[src/common/backlight_pkg.sv]
/*
 * Shared constants and carrier types of the backlight control register bank.
 * Assumes a single system clock; every module imports the whole package.
 */
package backlight_pkg;

	// ------------------------------------------------------------------
	// Register offsets
	// ------------------------------------------------------------------
	localparam logic [7:0] ADDR_BRIGHTNESS = 8'h00;
	localparam logic [7:0] ADDR_DEVICE_CTRL = 8'h01;
	localparam logic [7:0] ADDR_FAULT = 8'h02;
	localparam logic [7:0] ADDR_IDENT = 8'h03;
	localparam logic [7:0] ADDR_DIRECT = 8'h04;
	localparam logic [7:0] ADDR_TEMP_HIGH = 8'h05;
	localparam logic [7:0] ADDR_TEMP_LOW = 8'h06;
	localparam logic [7:0] ADDR_NVM = 8'h72;

	// ------------------------------------------------------------------
	// Reset values and field positions
	// ------------------------------------------------------------------
	localparam logic [7:0] RESET_BRIGHTNESS = 8'h00;
	localparam logic [2:0] RESET_DEVICE_CTRL = 3'h0;
	localparam logic [7:0] RESET_FAULT = 8'h00;
	localparam logic [5:0] RESET_DIRECT = 6'h00;
	localparam int CTRL_ENABLE_BIT = 0;
	localparam int CTRL_MODE_LSB = 1;
	localparam int NVM_READY_BIT = 7;

	// ------------------------------------------------------------------
	// Brightness source codes and serial target address
	// ------------------------------------------------------------------
	localparam logic [1:0] SRC_PIN_DUTY_A = 2'h0;
	localparam logic [1:0] SRC_PIN_DUTY_B = 2'h1;
	localparam logic [1:0] SRC_REGISTER = 2'h2;
	localparam logic [1:0] SRC_PIN_DIRECT = 2'h3;
	localparam logic [6:0] TARGET_ADDRESS = 7'h2C;
	localparam logic [3:0] BITS_PER_BYTE = 4'h8;

	// Default clock divide for PWM generation and duty measurement
	localparam int PWM_TICK_DIV = 4;

	// ------------------------------------------------------------------
	// Carrier types
	// ------------------------------------------------------------------
	typedef struct packed {
		logic led_open_flag;
		logic led_short_flag;
		logic multi_channel_fault_flag;
		logic single_channel_fault_flag;
		logic any_led_fault_flag;
		logic overcurrent_flag;
		logic thermal_shutdown_flag;
		logic low_input_voltage_flag;
	} fault_bits_t;

	typedef struct packed {
		logic nvm_init_cmd;
		logic nvm_program_cmd;
		logic nvm_load_cmd;
	} nvm_cmd_t;

	typedef struct packed {
		logic valid;
		logic [7:0] addr;
		logic [7:0] data;
	} reg_access_t;

	// Register source selection: pin duty measurement
	function automatic logic source_is_pin_duty(input logic [1:0] mode);
		return (mode == SRC_PIN_DUTY_A) || (mode == SRC_PIN_DUTY_B);
	endfunction

	// Register source selection: register control
	function automatic logic source_is_register(input logic [1:0] mode);
		return mode == SRC_REGISTER;
	endfunction

endpackage

[src/design/backlight_control_registers.sv]
/*
 * Control and status register bank of the LED backlight driver with its
 * serial target port, brightness source selection and PWM generation.
 * Assumes scl, sda and pwm pins are synchronous to clk; sda is open drain,
 * resolved outside from sda_oe_n.
 */
// Behaviour
// (RULE1) Brightness register at zero sets duty
// (RULE2) Modes 00/01 take brightness from pin duty
// (RULE3) Mode 10 takes brightness from register
// (RULE4) Mode 11 passes pin straight to LEDs
// (RULE5) Register mode, enable clear turns chip off
// (RULE6) Register mode, enable set turns chip on
// (RULE7) Pin modes follow pin, ignore enable
// (RULE8) Open fault sets bit 7, drives fault low
// (RULE9) Brightness, control, fault reset to zero
// (RULE10) Faults clear on read or enable low
// (RULE11) Answer only serial address 2Ch
// (RULE12) Register address increments after each data byte; code holds it after an unacknowledged read byte
// (RULE13) Unassigned bits read zero, writes ignored
`timescale 1ns/100ps
module backlight_control_registers
	import backlight_pkg::*;
#(
	parameter int TICK_DIV = PWM_TICK_DIV,
	parameter logic [7:0] IDENT_VALUE = 8'hA5 // Arbitrary identification value
)
(
	input wire logic clk,
	input wire logic srst,
	input wire logic scl_in,
	input wire logic sda_in,
	output logic sda_out,
	output logic sda_oe_n,
	input wire logic pwm_in,
	input wire logic en_pin,
	input wire fault_bits_t fault_events,
	input wire logic [10:0] temp_value,
	input wire logic nvm_ready,
	output nvm_cmd_t nvm_cmd,
	output logic led_pwm,
	output logic chip_on,
	output logic backlight_on,
	output logic [7:0] brightness_level_out,
	output logic [5:0] direct_outputs,
	output logic fault_n
);

	typedef enum {
		ST_IDLE,
		ST_ADDR,
		ST_ADDR_ACK,
		ST_REG,
		ST_REG_ACK,
		ST_WDATA,
		ST_WDATA_ACK,
		ST_RDATA,
		ST_RDATA_ACK
	} serial_state_t;

	serial_state_t state_reg;
	logic [7:0] shift_reg;
	logic [7:0] tx_reg;
	logic [3:0] bit_count_reg;
	logic [7:0] pointer_reg;
	logic read_dir_reg;
	logic master_ack_reg;
	logic drive_low_reg;
	logic [7:0] fetch_now;
	logic [7:0] fetch_after;
	reg_access_t write_req;
	reg_access_t read_req;

	logic [7:0] brightness_value;
	logic [1:0] brightness_source_select;
	logic backlight_enable_bit;
	fault_bits_t fault_reg;
	fault_bits_t fault_next;
	logic [5:0] direct_reg;
	nvm_cmd_t nvm_cmd_next;

	logic sda_level;
	logic scl_rise;
	logic scl_fall;
	logic start_seen;
	logic stop_seen;

	logic [$clog2(TICK_DIV + 1) - 1:0] div_reg;
	logic tick;
	logic [7:0] pwm_count_reg;
	logic [7:0] measured_duty;
	logic pin_active;
	logic [7:0] level_sel;
	logic chip_on_next;

	// ------------------------------------------------------------------
	// Line sampling and pin duty measurement
	// ------------------------------------------------------------------
	serial_line_sampler u_sampler (
		.clk(clk),
		.srst(srst),
		.scl_in(scl_in),
		.sda_in(sda_in),
		.sda_level(sda_level),
		.scl_rise(scl_rise),
		.scl_fall(scl_fall),
		.start_seen(start_seen),
		.stop_seen(stop_seen)
	);

	pwm_duty_meter u_meter (
		.clk(clk),
		.srst(srst),
		.sample_tick(tick),
		.pwm_pin(pwm_in),
		.duty_level(measured_duty),
		.pin_active(pin_active)
	);

	// ------------------------------------------------------------------
	// Register read decode
	// ------------------------------------------------------------------
	// Unmapped addresses read as zero
	function automatic logic [7:0] read_value(input logic [7:0] addr);
		unique case (addr)
			ADDR_BRIGHTNESS: read_value = brightness_value;
			ADDR_DEVICE_CTRL: read_value = {5'h00, brightness_source_select,
				backlight_enable_bit}; // RULE13
			ADDR_FAULT: read_value = fault_reg;
			ADDR_IDENT: read_value = IDENT_VALUE;
			ADDR_DIRECT: read_value = {1'b0, direct_reg, 1'b0}; // RULE13
			ADDR_TEMP_HIGH: read_value = temp_value[10:3];
			ADDR_TEMP_LOW: read_value = {temp_value[2:0], 5'h00}; // RULE13
			ADDR_NVM: read_value = {nvm_ready, 7'h00}; // RULE13
			default: read_value = 8'h00; // RULE13
		endcase
	endfunction

	// Bytes a read may load at the next falling clock edge
	always_comb
	begin
		fetch_now = read_value(pointer_reg);
		fetch_after = read_value(pointer_reg + 8'h01);
	end

	// ------------------------------------------------------------------
	// Serial target state machine
	// ------------------------------------------------------------------
	// Start restarts from any state, so a repeated start needs no special path
	always_ff @(posedge clk)
	begin
		if (srst)
		begin
			state_reg <= ST_IDLE;
			shift_reg <= 8'h00;
			tx_reg <= 8'h00;
			bit_count_reg <= 4'h0;
			pointer_reg <= 8'h00;
			read_dir_reg <= 1'b0;
			master_ack_reg <= 1'b0;
			drive_low_reg <= 1'b0;
			write_req <= '0;
			read_req <= '0;
		end
		else
		begin
			write_req.valid <= 1'b0;
			read_req.valid <= 1'b0;
			if (start_seen)
			begin
				state_reg <= ST_ADDR;
				bit_count_reg <= 4'h0;
				drive_low_reg <= 1'b0;
			end
			else if (stop_seen)
			begin
				state_reg <= ST_IDLE;
				drive_low_reg <= 1'b0;
			end
			else if (scl_rise)
			begin
				unique case (state_reg)
					ST_ADDR, ST_REG, ST_WDATA:
					begin
						shift_reg <= {shift_reg[6:0], sda_level};
						bit_count_reg <= bit_count_reg + 4'h1;
					end
					ST_RDATA: bit_count_reg <= bit_count_reg + 4'h1;
					ST_RDATA_ACK: master_ack_reg <= ~sda_level;
					default: ;
				endcase
			end
			else if (scl_fall)
			begin
				unique case (state_reg)
					ST_ADDR:
					begin
						if (bit_count_reg == BITS_PER_BYTE)
						begin
							if (shift_reg[7:1] == TARGET_ADDRESS) // RULE11
							begin
								state_reg <= ST_ADDR_ACK;
								read_dir_reg <= shift_reg[0];
								drive_low_reg <= 1'b1;
							end
							else
							begin
								state_reg <= ST_IDLE; // RULE11
							end
						end
					end
					ST_ADDR_ACK:
					begin
						bit_count_reg <= 4'h0;
						if (read_dir_reg)
						begin
							// First read byte comes from the current pointer
							state_reg <= ST_RDATA;
							drive_low_reg <= ~fetch_now[7];
							tx_reg <= {fetch_now[6:0], 1'b0};
							read_req <= '{valid: 1'b1, addr: pointer_reg, data: 8'h00};
						end
						else
						begin
							state_reg <= ST_REG;
							drive_low_reg <= 1'b0;
						end
					end
					ST_REG:
					begin
						if (bit_count_reg == BITS_PER_BYTE)
						begin
							pointer_reg <= shift_reg;
							state_reg <= ST_REG_ACK;
							drive_low_reg <= 1'b1;
						end
					end
					ST_WDATA:
					begin
						if (bit_count_reg == BITS_PER_BYTE)
						begin
							write_req <= '{valid: 1'b1, addr: pointer_reg, data: shift_reg};
							state_reg <= ST_WDATA_ACK;
							drive_low_reg <= 1'b1;
						end
					end
					ST_REG_ACK, ST_WDATA_ACK:
					begin
						if (state_reg == ST_WDATA_ACK)
						begin
							pointer_reg <= pointer_reg + 8'h01; // RULE12
						end
						state_reg <= ST_WDATA;
						bit_count_reg <= 4'h0;
						drive_low_reg <= 1'b0;
					end
					ST_RDATA:
					begin
						if (bit_count_reg == BITS_PER_BYTE)
						begin
							state_reg <= ST_RDATA_ACK;
							drive_low_reg <= 1'b0;
						end
						else
						begin
							drive_low_reg <= ~tx_reg[7];
							tx_reg <= {tx_reg[6:0], 1'b0};
						end
					end
					ST_RDATA_ACK:
					begin
						bit_count_reg <= 4'h0;
						if (master_ack_reg)
						begin
							// Acknowledged: advance and send the next register
							pointer_reg <= pointer_reg + 8'h01; // RULE12
							state_reg <= ST_RDATA;
							drive_low_reg <= ~fetch_after[7];
							tx_reg <= {fetch_after[6:0], 1'b0};
							read_req <= '{valid: 1'b1, addr: pointer_reg + 8'h01,
								data: 8'h00};
						end
						else
						begin
							state_reg <= ST_IDLE;
						end
					end
					default: ;
				endcase
			end
		end
	end

	// Open drain: only ever pull low
	assign sda_out = 1'b0;
	assign sda_oe_n = ~drive_low_reg;

	// ------------------------------------------------------------------
	// Writable registers
	// ------------------------------------------------------------------
	// Only assigned bits are stored; the rest of a written byte is dropped
	always_ff @(posedge clk)
	begin
		if (srst)
		begin
			brightness_value <= RESET_BRIGHTNESS; // RULE9
			{brightness_source_select, backlight_enable_bit} <= RESET_DEVICE_CTRL; // RULE9
			direct_reg <= RESET_DIRECT;
		end
		else if (write_req.valid)
		begin
			if (write_req.addr == ADDR_BRIGHTNESS)
			begin
				brightness_value <= write_req.data; // RULE1
			end
			if (write_req.addr == ADDR_DEVICE_CTRL)
			begin
				brightness_source_select <= write_req.data[CTRL_MODE_LSB +: 2];
				backlight_enable_bit <= write_req.data[CTRL_ENABLE_BIT];
			end
			if (write_req.addr == ADDR_DIRECT)
			begin
				direct_reg <= write_req.data[6:1]; // RULE13
			end
		end
	end

	// Memory commands are one-cycle pulses and read back as zero
	always_comb
	begin
		nvm_cmd_next = '0;
		if (write_req.valid && (write_req.addr == ADDR_NVM))
		begin
			nvm_cmd_next = write_req.data[2:0];
		end
	end

	always_ff @(posedge clk)
	begin
		if (srst)
		begin
			nvm_cmd <= '0;
		end
		else
		begin
			nvm_cmd <= nvm_cmd_next;
		end
	end

	// ------------------------------------------------------------------
	// Fault latches
	// ------------------------------------------------------------------
	// A new event wins over a clear in the same cycle so none is lost
	always_comb
	begin
		fault_next = fault_reg;
		if ((read_req.valid && (read_req.addr == ADDR_FAULT)) || !en_pin)
		begin
			fault_next = '0; // RULE10
		end
		fault_next = fault_next | fault_events; // RULE8
	end

	always_ff @(posedge clk)
	begin
		if (srst)
		begin
			fault_reg <= RESET_FAULT; // RULE9
		end
		else
		begin
			fault_reg <= fault_next;
		end
	end

	// ------------------------------------------------------------------
	// PWM tick divider and generator
	// ------------------------------------------------------------------
	always_ff @(posedge clk)
	begin
		if (srst)
		begin
			div_reg <= '0;
		end
		else if (div_reg == ($bits(div_reg))'(TICK_DIV - 1))
		begin
			div_reg <= '0;
		end
		else
		begin
			div_reg <= div_reg + ($bits(div_reg))'(1);
		end
	end

	assign tick = (div_reg == ($bits(div_reg))'(TICK_DIV - 1));

	always_ff @(posedge clk)
	begin
		if (srst)
		begin
			pwm_count_reg <= 8'h00;
		end
		else if (tick)
		begin
			pwm_count_reg <= pwm_count_reg + 8'h01;
		end
	end

	// ------------------------------------------------------------------
	// Brightness source and power state
	// ------------------------------------------------------------------
	always_comb
	begin
		if (source_is_register(brightness_source_select))
		begin
			level_sel = brightness_value; // RULE3
			chip_on_next = backlight_enable_bit; // RULE5 RULE6
		end
		else
		begin
			// Pin duty or direct mode: enable bit has no say
			level_sel = source_is_pin_duty(brightness_source_select) ?
				measured_duty : 8'h00; // RULE2
			chip_on_next = pin_active | pwm_in; // RULE7
		end
	end

	// Direct mode adds one clock of delay on the pin, a trade for clean outputs
	always_ff @(posedge clk)
	begin
		if (srst)
		begin
			led_pwm <= 1'b0;
			chip_on <= 1'b0;
			backlight_on <= 1'b0;
			brightness_level_out <= 8'h00;
			direct_outputs <= 6'h00;
			fault_n <= 1'b1;
		end
		else
		begin
			chip_on <= chip_on_next;
			backlight_on <= chip_on_next;
			brightness_level_out <= level_sel;
			direct_outputs <= direct_reg;
			fault_n <= ~(|fault_reg); // RULE8
			if (!chip_on_next)
			begin
				led_pwm <= 1'b0;
			end
			else if (brightness_source_select == SRC_PIN_DIRECT)
			begin
				led_pwm <= pwm_in; // RULE4
			end
			else
			begin
				led_pwm <= (pwm_count_reg < level_sel); // RULE1
			end
		end
	end

endmodule

[src/design/pwm_duty_meter.sv]
/*
 * Measures the duty cycle of the PWM input pin over a window of 256 ticks
 * and reports whether the pin shows any activity.
 * Assumes the pin is synchronous to clk and sample_tick is a one-cycle enable.
 */
`timescale 1ns/100ps
module pwm_duty_meter
	import backlight_pkg::*;
(
	input wire logic clk,
	input wire logic srst,
	input wire logic sample_tick,
	input wire logic pwm_pin,
	output logic [7:0] duty_level,
	output logic pin_active
);

	logic [7:0] window_reg;
	logic [8:0] high_count_reg;
	logic seen_high_reg;

	// ------------------------------------------------------------------
	// Window accumulation
	// ------------------------------------------------------------------
	// Result updates once per window; a full-high window saturates at 255
	always_ff @(posedge clk)
	begin
		if (srst)
		begin
			window_reg <= 8'h00;
			high_count_reg <= 9'h000;
			seen_high_reg <= 1'b0;
			duty_level <= 8'h00;
			pin_active <= 1'b0;
		end
		else if (sample_tick)
		begin
			window_reg <= window_reg + 8'h01;
			if (window_reg == 8'hFF)
			begin
				duty_level <= high_count_reg[8] ? 8'hFF : high_count_reg[7:0];
				pin_active <= seen_high_reg | pwm_pin;
				high_count_reg <= {8'h00, pwm_pin};
				seen_high_reg <= pwm_pin;
			end
			else
			begin
				high_count_reg <= high_count_reg + {8'h00, pwm_pin};
				seen_high_reg <= seen_high_reg | pwm_pin;
			end
		end
	end

endmodule

[src/design/serial_line_sampler.sv]
/*
 * Samples the serial clock and data lines and reports clock edges,
 * start and stop conditions as one-cycle pulses.
 * Assumes both lines are already synchronous to clk.
 */
`timescale 1ns/100ps
module serial_line_sampler
	import backlight_pkg::*;
(
	input wire logic clk,
	input wire logic srst,
	input wire logic scl_in,
	input wire logic sda_in,
	output logic sda_level,
	output logic scl_rise,
	output logic scl_fall,
	output logic start_seen,
	output logic stop_seen
);

	logic scl_reg;
	logic sda_reg;

	// ------------------------------------------------------------------
	// Line history
	// ------------------------------------------------------------------
	// Idle bus is high on both lines
	always_ff @(posedge clk)
	begin
		if (srst)
		begin
			scl_reg <= 1'b1;
			sda_reg <= 1'b1;
		end
		else
		begin
			scl_reg <= scl_in;
			sda_reg <= sda_in;
		end
	end

	// Data moving while clock is high marks start or stop
	assign sda_level = sda_reg;
	assign scl_rise = scl_in & ~scl_reg;
	assign scl_fall = ~scl_in & scl_reg;
	assign start_seen = scl_in & scl_reg & sda_reg & ~sda_in;
	assign stop_seen = scl_in & scl_reg & ~sda_reg & sda_in;

endmodule

[config.mk]
export PLATFORM = sky130hd
export DESIGN_NAME = backlight_control_registers
export DESIGN_NICKNAME = d
export VERILOG_FILES = /design/src/common/backlight_pkg.sv /design/src/design/backlight_control_registers.sv /design/src/design/pwm_duty_meter.sv /design/src/design/serial_line_sampler.sv
export SDC_FILE = /design/constraint.sdc
export NUM_CORES = 1
export LEC_CHECK = 0
export BUFFER_PORTS_ARGS = -buffer_cell sky130_fd_sc_hd__buf_2
export CORE_MARGIN = 5
export CORE_UTILIZATION = 35
export CTS_BUF_LIST = sky130_fd_sc_hd__clkbuf_4
export CTS_CLUSTER_DIAMETER = 50
export CTS_CLUSTER_SIZE = 20
export DETAILED_ROUTE_END_ITERATION = 12
export GPL_TIMING_DRIVEN = 0
export REMOVE_ABC_BUFFERS = 1
export SYNTH_ARGS = -nofsm -noshare
export SYNTH_HDL_FRONTEND = slang
export SYNTH_SLANG_ARGS = --single-unit
[constraint.sdc]
create_clock -name clk -period 3 [get_ports clk]
set_clock_uncertainty 0.1 [all_clocks]
set_input_delay 0.3 -clock clk [delete_from_list [all_inputs] [get_ports clk]]
set_output_delay 0.3 -clock clk [all_outputs]
set_load 0.005 [all_outputs]
==> flow_summary.json <==
{
  "grt_pass1_wl_um": 30000,
  "clockBufferDepth": 2,
  "drtPass1Iterations": 5,
  "die_area_um2": 23400,
  "initial_core_util": 0.354,
  "crit_path_end_kind": "register",
  "htree_num_levels": 4,
  "min_path_type": "in -> reg",
  "crit_chain": "inv_1 -> ha_1 -> or4_1 -> nand2_2 -> a311oi_2 -> a221oi_1 -> a211oi_2",
  "drc": 0,
  "placementRows": 52,
  "cp-start-kind": "register",
  "routed_wl_um": 18000,
  "path_max_fanout": 26,
  "ys_ff_latch": 145,
  "routed-via-count": 6135,
  "grt_overflow": 0,
  "drive_gt1_frac": 0.117,
  "crit_type": "reg -> reg",
  "p_per_area_nw_per_um2": 433,
  "fin_crit_sh": 0.914,
  "hpwl_um": 12800,
  "cp_slowest_stage_delay_ns": 0.64,
  "async_flop_share": 0,
  "synth_area_um2": 7150,
  "numPortBuffers": 47,
  "final_util": 0.395,
  "final_nets": 919,
  "tritoncts": "built",
  "slew_viol_final": 0,
  "clk_pin_slew_ns": 0.13,
  "mostFrequentLayoutCell": "dfxtp_1",
  "yosys_warnings": 0,
  "peakVddDrop_v": 0.000177,
  "avgRoutedWirePerCell_um": 15.5,
  "total_power_mw": 3.45,
  "syn2layout_area_growth_pct": 11.4,
  "max_freq_mhz": 365,
  "min_period_ns": 2.74,
  "syn_avg_cell_area_um2": 8.42,
  "cts_root_buffer": "clkbuf_4",
  "ys_seq_area_frac": 0.406,
  "synth-edff-count": 0,
  "cts_buffers": 17,
  "antenna_found_initial": 1,
  "synth_ff_type": "dfxtp_1",
  "crit_family": "simple AND/OR/NAND/NOR gates",
  "ios": 49,
  "leakage_nw": 3.07,
  "setup_tns_ns": 0,
  "cp.arrival_ns": 3.07,
  "fin_ws_ns": 0.257,
  "rsz0062_at_grt": "no",
  "grtUsageTotal": 0.153,
  "slowest_stage": "or4_1",
  "drv_cap": 0,
  "yosysUniqueCellTypes": 68,
  "largest_register_ffs": 17,
  "clkLatencyLatePin_ns": 0.55,
  "fp.dieW_um": 153,
  "grt_pass1_vias": 5782,
  "gp_congestion": 0.860,
  "tightest_slew_ns": 1.05,
  "stdcell_area_um2": 7960,
  "status": "finished clean",
  "hold_violations": 0,
  "ant_nets": 0,
  "netlist_instances": 849,
  "dpl_worst_slack_ns": -0.293,
  "maxSlewHeadroom": 0.290,
  "die_h_um": 153,
  "avgViaCountPerCell": 5.30,
  "final_cell_mix": "142 x dfxtp_1, 139 x nor2_1, 72 x nand2_1",
  "setup_violations": 0,
  "worstPathRequired_ns": 3.33,
  "reg2reg_slack_ns": 0.26,
  "clkSinkCount": 145,
  "drt_first_iter_violations": 388,
  "design.core.area_um2": 20200,
  "grt_max_degree": 83,
  "place_area_um2": 7490,
  "path_buf_inv": 1
}
==> per-layer routing <==
layer | global-route usage | share of wire | routed length (um)
met1 | 0.212 | 0.48 | 8650
met5 | 0 | 0 | 0
met2 | 0.244 | 0.45 | 8140
met3 | 0.0342 | 0.046 | 835
met4 | 0.0416 | 0.020 | 355
==> synthesized netlist by cell type, drive strengths merged, types with 6 or more instances <==
master / instances / area, um^2
xor2: 14 / 123
inv: 17 / 63.8
a221oi: 14 / 123
nor3: 17 / 85.1
a211oi: 20 / 155
nor4: 6 / 52.6
buf: 25 / 151
mux2i: 44 / 440
nor2b: 15 / 93.8
nor2: 140 / 526
a22oi: 19 / 143
o21ai: 29 / 145
xnor2: 10 / 87.6
nand3b: 6 / 45.0
a31oi: 7 / 50.1
o22ai: 7 / 43.8
ha: 20 / 250
a21oi: 57 / 297
nor3b: 6 / 45.0
nand3: 24 / 120
nand4: 15 / 93.8
clkbuf: 33 / 124
nand2: 73 / 277
dfxtp: 145 / 2900
o31ai: 6 / 45.0
and2: 8 / 50.1
==> tightest hold or removal path, stage by stage <==
cell     delay [ns]
buf_2          0.10
a41oi_1        0.11
o31ai_1        0.11
a31oi_1        0.08
==> repair_timing <==
item,4_1_cts,5_1_grt
pin swaps,0,1
resized for setup,3,4
hold endpoints to repair,12,0
endpoints found under the setup margin,23,39
hold buffers,11,0
setup buffers,0,3
==> kinds of logic after synthesis <==
logic type               Yosys count  synth area share
multiplexers                      45            0.0632
AO/OA/AOI/OAI                    202             0.193
buffers and inverters             75            0.0474
AND/OR/NAND/NOR                  337             0.225
adder cells (fa/ha/maj)           20            0.0350
flip-flops                       145             0.406
other                              1          0.000525
XOR/XNOR                          24            0.0294
==> power by group <==
group	leakage, nW	internal [mW]	switching (mW)
clock network	0.161	0.524	0.799
logic	1.73	0.0633	0.0908
registers	1.17	1.95	0.0232
total	3.07	2.53	0.913
==> worst paths after layout <==
path	to	from	cells past startpoint
min reg2reg	div_reg[0]	div_reg[0]	1
max reg2reg	tx_reg[6]	pointer_reg[0]	7
min	drive_low_reg	nvm_ready	4
max	tx_reg[6]	pointer_reg[0]	7
==> layout make-up <==
cell class,instances,area (um^2)
diodes,1,2.50
clock buffers,17,128
clock inverters,15,174
fillers,2115,12200
inverters,17,63.8
multi-input cells,629,3930
flip-flops and latches,145,2910
well taps,270,338
repair buffers,63,422
==> through the flow <==
step | hold WS (ns) | std cells
6_report | 0.0897 | 1157
5_1_grt | 0.0822 | 1157
4_1_cts | 0.0313 | 1153
3_5_place_dp | 0.328 | 1110
3_3_place_gp | 0.312 | 1108
2_1_floorplan | 0.265 | 791
Note: power is estimated with default switching activity, not from simulation.
